--- config.mk ---
export PLATFORM = sky130hd
export DESIGN_NAME = pmw_ctrl
export DESIGN_NICKNAME = d
export VERILOG_FILES = /design/src/pmw_pkg.sv /design/src/pmw_ctrl.sv
export SDC_FILE = /design/constraint.sdc
export NUM_CORES = 1
export LEC_CHECK = 0
export CAP_MARGIN = 20
export CORE_MARGIN = 8
export CORE_UTILIZATION = 45
export DETAILED_ROUTE_END_ITERATION = 6
export DONT_BUFFER_PORTS = 1
export GPL_TIMING_DRIVEN = 0
export PLACE_DENSITY_LB_ADDON = 0.3
export SLEW_MARGIN = 20
export SYNTH_ARGS = -nofsm -noshare
export SYNTH_HDL_FRONTEND = slang
export SYNTH_SLANG_ARGS = --single-unit
--- constraint.sdc ---
create_clock -name i_clk -period 6.4 [get_ports i_clk]
set_input_delay 0.64 -clock i_clk [delete_from_list [all_inputs] [get_ports i_clk]]
set_output_delay 0.64 -clock i_clk [all_outputs]
set_load 0.1 [all_outputs]
--- src/pmw_pkg.sv ---
// Constants, register map and carrier types of the power-mode and wake-up controller
package pmw_pkg;
  // ----------------------------------------
  // Sizes
  // ----------------------------------------
  localparam int NDIO  = 20;
  localparam int TMR_W = 41;
  localparam int PC_W  = 16;
  localparam int NEVT  = 5;
  localparam int NWEN  = 6;

  // ----------------------------------------
  // Register byte offsets
  // ----------------------------------------
  localparam logic [11:0] A_CTRL  = 12'h000;
  localparam logic [11:0] A_WEN   = 12'h004;
  localparam logic [11:0] A_EPEND = 12'h008;
  localparam logic [11:0] A_DPEND = 12'h00C;
  localparam logic [11:0] A_DEN   = 12'h010;
  localparam logic [11:0] A_DEDGE = 12'h014;
  localparam logic [11:0] A_STAT  = 12'h018;
  localparam logic [11:0] A_T0    = 12'h020;
  localparam logic [11:0] A_TSTEP = 12'h010;
  localparam logic [11:0] O_CLO   = 12'h000;
  localparam logic [11:0] O_CHI   = 12'h004;
  localparam logic [11:0] O_MLO   = 12'h008;
  localparam logic [11:0] O_MHI   = 12'h00C;
  localparam logic [11:0] A_PC0   = 12'h040;
  localparam logic [11:0] A_PSTEP = 12'h004;

  // ----------------------------------------
  // Control, wake-enable and status fields
  // ----------------------------------------
  localparam int C_DOZE   = 0;
  localparam int C_SLEEP  = 1;
  localparam int C_DEEP   = 2;
  localparam int C_RET    = 3;
  localparam int C_OSCOFF = 4;
  localparam int C_TMROFF = 5;
  localparam int C_FNOR   = 6;
  localparam int C_FEN    = 7;
  localparam int C_FSEL   = 8;
  localparam int C_DBNC   = 13;
  localparam int CTRL_W   = 14;
  localparam logic [CTRL_W-1:0] CTRL_KEEP = 14'h3FF8;
  localparam logic [CTRL_W-1:0] CTRL_RST  = 14'h0000;
  localparam int W_DIO    = 0;
  localparam int ST_CAUSE = 3;
  localparam logic [1:0] CAUSE_POR  = 2'h1;
  localparam logic [1:0] CAUSE_WAKE = 2'h2;

  // ----------------------------------------
  // Types
  // ----------------------------------------
  typedef enum logic [2:0] {
    PMW_ACTIVE, PMW_DOZE, PMW_SLEEP, PMW_DEEP, PMW_WK_SVM, PMW_WK_OSC, PMW_WK_PWR
  } pmw_state_t;

  typedef struct packed {
    logic dig;
    logic ram;
    logic radio;
    logic slow_osc;
    logic fast_osc;
    logic cpu_clk;
    logic cpu_rst_n;
    logic pin_hold;
  } pmw_pwr_t;

  localparam pmw_pwr_t PWR_RST = 8'hDC;
endpackage

--- src/pmw_ctrl.sv ---
// Power-mode sequencer, wake-event collector, wake timers, pulse counters and APB registers
//
// The placing of the registers and register access over APB were chosen for this implementation.
module pmw_ctrl (
  input  wire logic                  i_clk,
  input  wire logic                  i_rst_n,
  input  wire logic                  i_psel,
  input  wire logic                  i_penable,
  input  wire logic                  i_pwrite,
  input  wire logic [11:0]           i_paddr,
  input  wire logic [31:0]           i_pwdata,
  output logic [31:0]                o_prdata,
  output logic                       o_pready,
  output logic                       o_pslverr,
  input  wire logic                  i_irq,
  input  wire logic                  i_radio_req,
  input  wire logic                  i_radio_rx_active,
  input  wire logic                  i_radio_tx_active,
  input  wire logic                  i_svm_ok,
  input  wire logic                  i_fosc_stable,
  input  wire logic                  i_slow_clk,
  input  wire logic                  i_comp,
  input  wire logic [1:0]            i_pulse,
  input  wire logic [pmw_pkg::NDIO-1:0] i_general_io_pin,
  output pmw_pkg::pmw_pwr_t          o_pwr,
  output logic                       o_flicker_out,
  output logic [pmw_pkg::NDIO-1:0]   o_flicker_pin_sel
);
  localparam int N = pmw_pkg::NDIO;
  localparam int TW = pmw_pkg::TMR_W;
  localparam int PW = pmw_pkg::PC_W;

  // ----------------------------------------
  // Declarations
  // ----------------------------------------
  logic [N-1:0]                dio_s1_q, dio_s2_q, dio_s3_q;
  logic [5:0]                  x_s1_q, x_s2_q, x_s3_q;
  logic [pmw_pkg::CTRL_W-1:0]  ctrl_q;
  logic [pmw_pkg::NWEN-1:0]    wen_q;
  logic [pmw_pkg::NEVT-1:0]    epend_q, evt_set, eclr;
  logic [N-1:0]                dpend_q, den_q, dedge_q, dio_det, dclr;
  logic [TW-1:0]               tcnt_q [2];
  logic [TW-1:0]               tcmp_q [2];
  logic [PW-1:0]               pcnt_q [2];
  logic [PW-1:0]               ptgt_q [2];
  logic [1:0]                  pdb_q, tmr_hit, pc_hit, pc_inc;
  logic [1:0]                  cause_q;
  pmw_pkg::pmw_state_t         state_q, state_d;
  pmw_pkg::pmw_pwr_t           pwr_q, pwr_d;
  logic [31:0]                 prdata_q, rdata_d;
  logic                        pready_q, pslverr_q, hit_d;
  logic                        flick_q;
  logic [N-1:0]                fsel_q;
  logic                        setup, wr, doze_req, sleep_req, deep_req;
  logic                        svm_ok, fosc_ok, slow_tick, tmr_run, comp_chg;
  logic                        wake_dio, wake_evt, wake_any;

  // ----------------------------------------
  // Input synchronisers
  // ----------------------------------------
  always_ff @(posedge i_clk or negedge i_rst_n) begin
    if (!i_rst_n) begin
      dio_s1_q <= '0;
      dio_s2_q <= '0;
      dio_s3_q <= '0;
      x_s1_q   <= '0;
      x_s2_q   <= '0;
      x_s3_q   <= '0;
    end else begin
      dio_s1_q <= i_general_io_pin;
      dio_s2_q <= dio_s1_q;
      dio_s3_q <= dio_s2_q;
      x_s1_q   <= {i_pulse, i_comp, i_slow_clk, i_fosc_stable, i_svm_ok};
      x_s2_q   <= x_s1_q;
      x_s3_q   <= x_s2_q;
    end
  end

  assign svm_ok   = x_s2_q[0];
  assign fosc_ok  = x_s2_q[1];
  assign slow_tick = x_s2_q[2] & ~x_s3_q[2] & pwr_q.slow_osc;
  assign tmr_run  = slow_tick & ~(state_q == pmw_pkg::PMW_SLEEP && ctrl_q[pmw_pkg::C_TMROFF]);
  assign comp_chg = x_s2_q[3] ^ x_s3_q[3];
  assign dio_det  = den_q & ((dedge_q & dio_s2_q & ~dio_s3_q) | (~dedge_q & ~dio_s2_q & dio_s3_q));

  // ----------------------------------------
  // APB decode
  // ----------------------------------------
  assign setup     = i_psel & ~i_penable;
  assign wr        = i_psel & i_penable & i_pwrite & pready_q;
  assign doze_req  = wr && i_paddr == pmw_pkg::A_CTRL && i_pwdata[pmw_pkg::C_DOZE];
  assign sleep_req = wr && i_paddr == pmw_pkg::A_CTRL && i_pwdata[pmw_pkg::C_SLEEP];
  assign deep_req  = wr && i_paddr == pmw_pkg::A_CTRL && i_pwdata[pmw_pkg::C_DEEP];
  assign eclr      = (wr && i_paddr == pmw_pkg::A_EPEND) ? i_pwdata[pmw_pkg::NEVT-1:0] : '0;
  assign dclr      = (wr && i_paddr == pmw_pkg::A_DPEND) ? i_pwdata[N-1:0] : '0;

  always_comb begin
    rdata_d = '0;
    hit_d   = 1'b1;
    if (i_paddr == pmw_pkg::A_CTRL) begin
      rdata_d = 32'(ctrl_q);
    end else if (i_paddr == pmw_pkg::A_WEN) begin
      rdata_d = 32'(wen_q);
    end else if (i_paddr == pmw_pkg::A_EPEND) begin
      rdata_d = 32'(epend_q);
    end else if (i_paddr == pmw_pkg::A_DPEND) begin
      rdata_d = 32'(dpend_q);
    end else if (i_paddr == pmw_pkg::A_DEN) begin
      rdata_d = 32'(den_q);
    end else if (i_paddr == pmw_pkg::A_DEDGE) begin
      rdata_d = 32'(dedge_q);
    end else if (i_paddr == pmw_pkg::A_STAT) begin
      rdata_d = 32'({cause_q, 3'(state_q)});
    end else begin
      hit_d = 1'b0;
    end
    for (int k = 0; k < 2; k++) begin
      if (i_paddr == pmw_pkg::A_T0 + 12'(k) * pmw_pkg::A_TSTEP + pmw_pkg::O_CLO) begin
        rdata_d = tcnt_q[k][31:0];
        hit_d   = 1'b1;
      end
      if (i_paddr == pmw_pkg::A_T0 + 12'(k) * pmw_pkg::A_TSTEP + pmw_pkg::O_CHI) begin
        rdata_d = 32'(tcnt_q[k][TW-1:32]);
        hit_d   = 1'b1;
      end
      if (i_paddr == pmw_pkg::A_T0 + 12'(k) * pmw_pkg::A_TSTEP + pmw_pkg::O_MLO) begin
        rdata_d = tcmp_q[k][31:0];
        hit_d   = 1'b1;
      end
      if (i_paddr == pmw_pkg::A_T0 + 12'(k) * pmw_pkg::A_TSTEP + pmw_pkg::O_MHI) begin
        rdata_d = 32'(tcmp_q[k][TW-1:32]);
        hit_d   = 1'b1;
      end
      if (i_paddr == pmw_pkg::A_PC0 + 12'(k) * pmw_pkg::A_PSTEP) begin
        rdata_d = {ptgt_q[k], pcnt_q[k]};
        hit_d   = 1'b1;
      end
    end
  end

  always_ff @(posedge i_clk or negedge i_rst_n) begin
    if (!i_rst_n) begin
      prdata_q  <= '0;
      pready_q  <= 1'b0;
      pslverr_q <= 1'b0;
    end else begin
      prdata_q  <= (setup & ~i_pwrite) ? rdata_d : '0;
      pready_q  <= setup;
      pslverr_q <= setup & ~hit_d;
    end
  end

  // ----------------------------------------
  // Configuration registers
  // ----------------------------------------
  always_ff @(posedge i_clk or negedge i_rst_n) begin
    if (!i_rst_n) begin
      ctrl_q  <= pmw_pkg::CTRL_RST;
      wen_q   <= '0;
      den_q   <= '0;
      dedge_q <= '0;
    end else if (wr) begin
      if (i_paddr == pmw_pkg::A_CTRL) begin
        ctrl_q <= i_pwdata[pmw_pkg::CTRL_W-1:0] & pmw_pkg::CTRL_KEEP;
      end
      if (i_paddr == pmw_pkg::A_WEN) begin
        wen_q <= i_pwdata[pmw_pkg::NWEN-1:0];
      end
      if (i_paddr == pmw_pkg::A_DEN) begin
        den_q <= i_pwdata[N-1:0];
      end
      if (i_paddr == pmw_pkg::A_DEDGE) begin
        dedge_q <= i_pwdata[N-1:0];
      end
    end
  end

  // ----------------------------------------
  // Wake timers and pulse counters
  // ----------------------------------------
  for (genvar k = 0; k < 2; k++) begin : g_cnt
    assign tmr_hit[k] = tmr_run & (tcnt_q[k] == tcmp_q[k]);
    assign pc_inc[k]  = ctrl_q[pmw_pkg::C_DBNC] ? (slow_tick & x_s2_q[4+k] & ~pdb_q[k])
                                                 : (x_s2_q[4+k] & ~x_s3_q[4+k]);
    assign pc_hit[k]  = pc_inc[k] & (pcnt_q[k] + 16'h0001 == ptgt_q[k]);

    always_ff @(posedge i_clk or negedge i_rst_n) begin
      if (!i_rst_n) begin
        tcnt_q[k] <= '0;
        tcmp_q[k] <= '0;
      end else begin
        if (tmr_run) begin
          tcnt_q[k] <= tcnt_q[k] + 41'h00000000001;
        end
        if (wr && i_paddr == pmw_pkg::A_T0 + 12'(k) * pmw_pkg::A_TSTEP + pmw_pkg::O_MLO) begin
          tcmp_q[k][31:0] <= i_pwdata;
        end
        if (wr && i_paddr == pmw_pkg::A_T0 + 12'(k) * pmw_pkg::A_TSTEP + pmw_pkg::O_MHI) begin
          tcmp_q[k][TW-1:32] <= i_pwdata[TW-33:0];
        end
      end
    end

    always_ff @(posedge i_clk or negedge i_rst_n) begin
      if (!i_rst_n) begin
        pcnt_q[k] <= '0;
        ptgt_q[k] <= '0;
        pdb_q[k]  <= 1'b0;
      end else begin
        if (slow_tick) begin
          pdb_q[k] <= x_s2_q[4+k];
        end
        if (wr && i_paddr == pmw_pkg::A_PC0 + 12'(k) * pmw_pkg::A_PSTEP) begin
          ptgt_q[k] <= i_pwdata[31:16];
          pcnt_q[k] <= '0;
        end else if (pc_inc[k]) begin
          pcnt_q[k] <= pcnt_q[k] + 16'h0001;
        end
      end
    end
  end

  // ----------------------------------------
  // Pending wake events
  // ----------------------------------------
  assign evt_set = {comp_chg, pc_hit, tmr_hit};

  always_ff @(posedge i_clk or negedge i_rst_n) begin
    if (!i_rst_n) begin
      epend_q <= '0;
      dpend_q <= '0;
    end else begin
      epend_q <= (epend_q & ~eclr) | evt_set;
      dpend_q <= (dpend_q & ~dclr) | dio_det;
    end
  end

  assign wake_dio = wen_q[pmw_pkg::W_DIO] & (|dpend_q);
  assign wake_evt = |(epend_q & wen_q[pmw_pkg::NWEN-1:1]);
  assign wake_any = wake_dio | wake_evt;

  // ----------------------------------------
  // Mode sequencer
  // ----------------------------------------
  always_comb begin
    state_d = state_q;
    unique case (state_q)
      pmw_pkg::PMW_ACTIVE: begin
        if (deep_req) begin
          state_d = wake_dio ? pmw_pkg::PMW_WK_SVM : pmw_pkg::PMW_DEEP;
        end else if (sleep_req) begin
          state_d = wake_any ? pmw_pkg::PMW_WK_SVM : pmw_pkg::PMW_SLEEP;
        end else if (doze_req) begin
          state_d = pmw_pkg::PMW_DOZE;
        end
      end
      pmw_pkg::PMW_DOZE: begin
        if (i_irq) begin
          state_d = pmw_pkg::PMW_ACTIVE;
        end
      end
      pmw_pkg::PMW_SLEEP: begin
        if (wake_any) begin
          state_d = pmw_pkg::PMW_WK_SVM;
        end
      end
      pmw_pkg::PMW_DEEP: begin
        if (wake_dio) begin
          state_d = pmw_pkg::PMW_WK_SVM;
        end
      end
      pmw_pkg::PMW_WK_SVM: begin
        if (svm_ok) begin
          state_d = pmw_pkg::PMW_WK_OSC;
        end
      end
      pmw_pkg::PMW_WK_OSC: begin
        if (fosc_ok) begin
          state_d = pmw_pkg::PMW_WK_PWR;
        end
      end
      pmw_pkg::PMW_WK_PWR: begin
        state_d = pmw_pkg::PMW_ACTIVE;
      end
      default: begin
        state_d = pmw_pkg::PMW_ACTIVE;
      end
    endcase
  end

  always_comb begin
    pwr_d = '0;
    unique case (state_d)
      pmw_pkg::PMW_ACTIVE, pmw_pkg::PMW_DOZE: begin
        pwr_d.dig       = 1'b1;
        pwr_d.ram       = 1'b1;
        pwr_d.radio     = i_radio_req;
        pwr_d.slow_osc  = 1'b1;
        pwr_d.fast_osc  = 1'b1;
        pwr_d.cpu_clk   = state_d == pmw_pkg::PMW_ACTIVE;
        pwr_d.cpu_rst_n = 1'b1;
      end
      pmw_pkg::PMW_SLEEP: begin
        pwr_d.ram      = (state_q == pmw_pkg::PMW_SLEEP) ? ctrl_q[pmw_pkg::C_RET] : i_pwdata[pmw_pkg::C_RET];
        pwr_d.slow_osc = (state_q == pmw_pkg::PMW_SLEEP) ? pwr_q.slow_osc : ~i_pwdata[pmw_pkg::C_OSCOFF];
        pwr_d.pin_hold = 1'b1;
      end
      pmw_pkg::PMW_DEEP: begin
        pwr_d.pin_hold = 1'b1;
      end
      pmw_pkg::PMW_WK_SVM, pmw_pkg::PMW_WK_OSC: begin
        pwr_d.ram      = ctrl_q[pmw_pkg::C_RET];
        pwr_d.slow_osc = 1'b1;
        pwr_d.fast_osc = state_d == pmw_pkg::PMW_WK_OSC;
        pwr_d.pin_hold = 1'b1;
      end
      pmw_pkg::PMW_WK_PWR: begin
        pwr_d.dig      = 1'b1;
        pwr_d.ram      = 1'b1;
        pwr_d.slow_osc = 1'b1;
        pwr_d.fast_osc = 1'b1;
        pwr_d.cpu_clk  = 1'b1;
        pwr_d.pin_hold = 1'b1;
      end
      default: begin
        pwr_d = pmw_pkg::PWR_RST;
      end
    endcase
  end

  always_ff @(posedge i_clk or negedge i_rst_n) begin
    if (!i_rst_n) begin
      state_q <= pmw_pkg::PMW_ACTIVE;
      pwr_q   <= pmw_pkg::PWR_RST;
    end else begin
      state_q <= state_d;
      pwr_q   <= pwr_d;
    end
  end

  always_ff @(posedge i_clk or negedge i_rst_n) begin
    if (!i_rst_n) begin
      cause_q <= pmw_pkg::CAUSE_POR;
    end else if (state_q == pmw_pkg::PMW_WK_PWR) begin
      cause_q <= pmw_pkg::CAUSE_WAKE;
    end
  end

  // ----------------------------------------
  // Flicker compensation
  // ----------------------------------------
  always_ff @(posedge i_clk or negedge i_rst_n) begin
    if (!i_rst_n) begin
      flick_q <= 1'b0;
      fsel_q  <= '0;
    end else begin
      flick_q <= ctrl_q[pmw_pkg::C_FEN] &
                 (ctrl_q[pmw_pkg::C_FNOR] ^ (i_radio_rx_active | i_radio_tx_active));
      fsel_q  <= ctrl_q[pmw_pkg::C_FEN] ? (N'(1) << ctrl_q[pmw_pkg::C_FSEL +: 5]) : '0;
    end
  end

  assign o_prdata          = prdata_q;
  assign o_pready          = pready_q;
  assign o_pslverr         = pslverr_q;
  assign o_pwr             = pwr_q;
  assign o_flicker_out     = flick_q;
  assign o_flicker_pin_sel = fsel_q;
endmodule

==> results.toml <==
[layout]
multi_input_area_um2 = 10100
final_common_cell = "dfrtp_1"
seq_area_um2 = 11400
mostFrequentLayoutCells = "450 x dfrtp_1, 194 x mux2_2, 170 x nand2_1"
n_fill_cell = 4308
final_nets = 2133
drive_gt1_share_pct = 18.7
fin_util_pct = 50.8
areaGrowthSynthToFinish_pct = 11.7

[critical_path]
endpoint_kind = "flop"
r2r-start = "o_pready$_DFF_PN0_"
required_ps = 6880
crit_start = "o_pready$_DFF_PN0_"
cp.arrival_ps = 3890
path_max_fanout = 10
critical_path_class = "reg -> reg"
cp-start-kind = "flop"

[sta]
grt_setup_unrepaired = "false"
max_freq_mhz = 294
final_max_slew_viol_count = 70
hold_viol = 75
tns_ps = 0
period_share_pct = 53.2
hold_ws_ps = -229
min_period_ps = 3410
worst_slew_pin_slew_ps = 1540
setup_viol = 0
slew_headroom_pct = -2.92
fin_worst_skew_ps = 20.7

[clocking]
clk_pin_slew_ps = 60
clk_path_buf_depth = 3
post_cts_buffers = 0
cts_tree = "built"
insertion_delay_ps = 600
clock-sinks = 456
htreeDepth = 2
post_cts_resized = 0
cts-buffers-inserted = 50
cts_root_buffer = "clkbuf_16"

[synth]
syn_area_um2 = 22200
netlist_instances = 1997
synth-edff-count = 0
seq_area_frac_synth_pct = 51.5
synth.avg_cell_area_um2 = 11.1
synth_nets = 2080
yosys.cell_types.count = 86
ys_warn_count = 0
ys_ff_latch = 456
synthArstFlopShare_pct = 100
ys.flop_type = "dfrtp_1"

[worst_hold_path]
hold_path_class = "in -> async"

[placement]
hpwlAfterDp_mm = 59.2
place_congestion = 1.02
port_buffers = 0

[die]
initial_core_util_pct = 45.5
ioPinCount = 142
rows = 81
die_x_um = 238
die-area_um2 = 56600
dieHeight_um = 238
core_um2 = 48700

[power_and_ir_drop]
power.density_nw_per_um2 = 279
vdd_drop_max_uv = 195
p_leak_nw = 11.1

[detailed_routing]
drc = 10
drt-initial-drc-count = 2043
drtAntennaViolNets = 0
routed_wl_mm = 79.8
first_pass_iters = 7
wl_per_cell_um = 29.0
vias_per_cell = 6.23
vias = 17200

[global_route]
overflow = 0
grt_use_total_pct = 27.6
antenna_found_initial = 7
grt_start_max_net_pins = 457
first_global_vias = 16700
grt_pass1_wl_mm = 116

[status]
violations = "DRC, hold timing, slew limit"
outcome = "finished, violations left"

[run]
maxCapViolCount = 0
## state kept, by name (all words and copies together) (netlist names), 32 cells and up
signal / count
ptgt_q: 32
o_prdata: 32
pcnt_q: 32
tcnt_q: 82
tcmp_q: 82
## cells in the mapped netlist (20+ instances only)
| master | instances | area [µm²] |
|---|---|---|
| dfrtp_1 | 450 | 11300 |
| mux2_2 | 194 | 2180 |
| nand2_1 | 170 | 638 |
| nor2_1 | 137 | 514 |
| xor2_1 | 119 | 1040 |
| xnor2_1 | 113 | 990 |
| o21ai_0 | 74 | 370 |
| a21oi_1 | 65 | 325 |
| nand3_1 | 54 | 270 |
| buf_2 | 52 | 260 |
| clkbuf_1 | 47 | 176 |
| nand4_1 | 35 | 219 |
| a22oi_1 | 30 | 225 |
| nor3_1 | 30 | 150 |
| nor4_1 | 30 | 188 |
| inv_1 | 29 | 109 |
| a222oi_1 | 24 | 240 |
| and3_1 | 23 | 144 |
| nand2b_1 | 21 | 131 |
| a22o_1 | 20 | 175 |
## routing by layer
| metal | track usage [%] | wire length, µm |
|---|---|---|
| met1 | 38.5 | 33700 |
| met2 | 41.0 | 35000 |
| met3 | 6.74 | 7930 |
| met4 | 11.4 | 3190 |
| met5 | 0 | 11 |
## layout make-up
class                   instances  share of cell area (%)
clock buffers                  76                    6.31
well taps                     664                    3.36
flip-flops and latches        456                    46.1
clock inverters                15                   0.702
plain buffers                 110                    2.03
multi-input cells            1402                    41.0
repair buffers                  1                  0.0455
inverters                      29                   0.440
diodes                          3                  0.0303
## through the flow
step	power, mW	instances	hold WS (ps)	instance area, µm²	setup WS (ps)
2_1_floorplan	3.67	1997	331	22200	3620
3_3_place_gp	3.90	2661	333	23000	2120
3_5_place_dp	3.92	2662	335	23000	2610
4_1_cts	6.93	2753	-270	24800	3040
5_1_grt	7.12	2753	-258	24800	2920
6_report	6.90	2756	-229	24800	2990
## logic make-up (layout without fill, tap and decap cells)
logic type,after synthesis,in the layout,synth area share [%]
AOI/OAI and AO/OA,348,348,11.1
xor gates and xnor gates,232,232,9.17
adders and majority gates,4,4,0.226
buffers and inverters,139,231,2.76
DFF,456,456,51.5
muxes,210,210,10.6
other,0,3,0
and+or+nand+nor,608,608,14.6
## worst max-delay path, cell delays in order, from the launching register on
cell,delay [ps]
dfrtp_1,940
nand4_1,570
buf_6,350
nor4_4,700
buf_4,350
mux2_2,360
## final timing paths
check                                         end  slack (ps)  cells after the start
max                        ptgt_q[11]$_DFFE_PN0P_        2990                      5
min                         dio_s1_q[8]$_DFF_PN0_        -230                      0
max reg2reg                ptgt_q[11]$_DFFE_PN0P_        2990                      5
min reg2reg                dio_s2_q[11]$_DFF_PN0_         350                      0
max in group asynchronous  tcnt_q[13]$_DFFE_PN0P_        5420                      0
min in group i_clk          dio_s1_q[4]$_DFF_PN0_          60                      0
## where the power goes
| group | internal [mW] | switching [mW] |
|---|---|---|
| combinational | 0.268 | 0.436 |
| sequential | 3.00 | 0.183 |
| clock | 1.80 | 1.21 |
| total | 5.07 | 1.82 |
(Power assumes the default switching activity.)
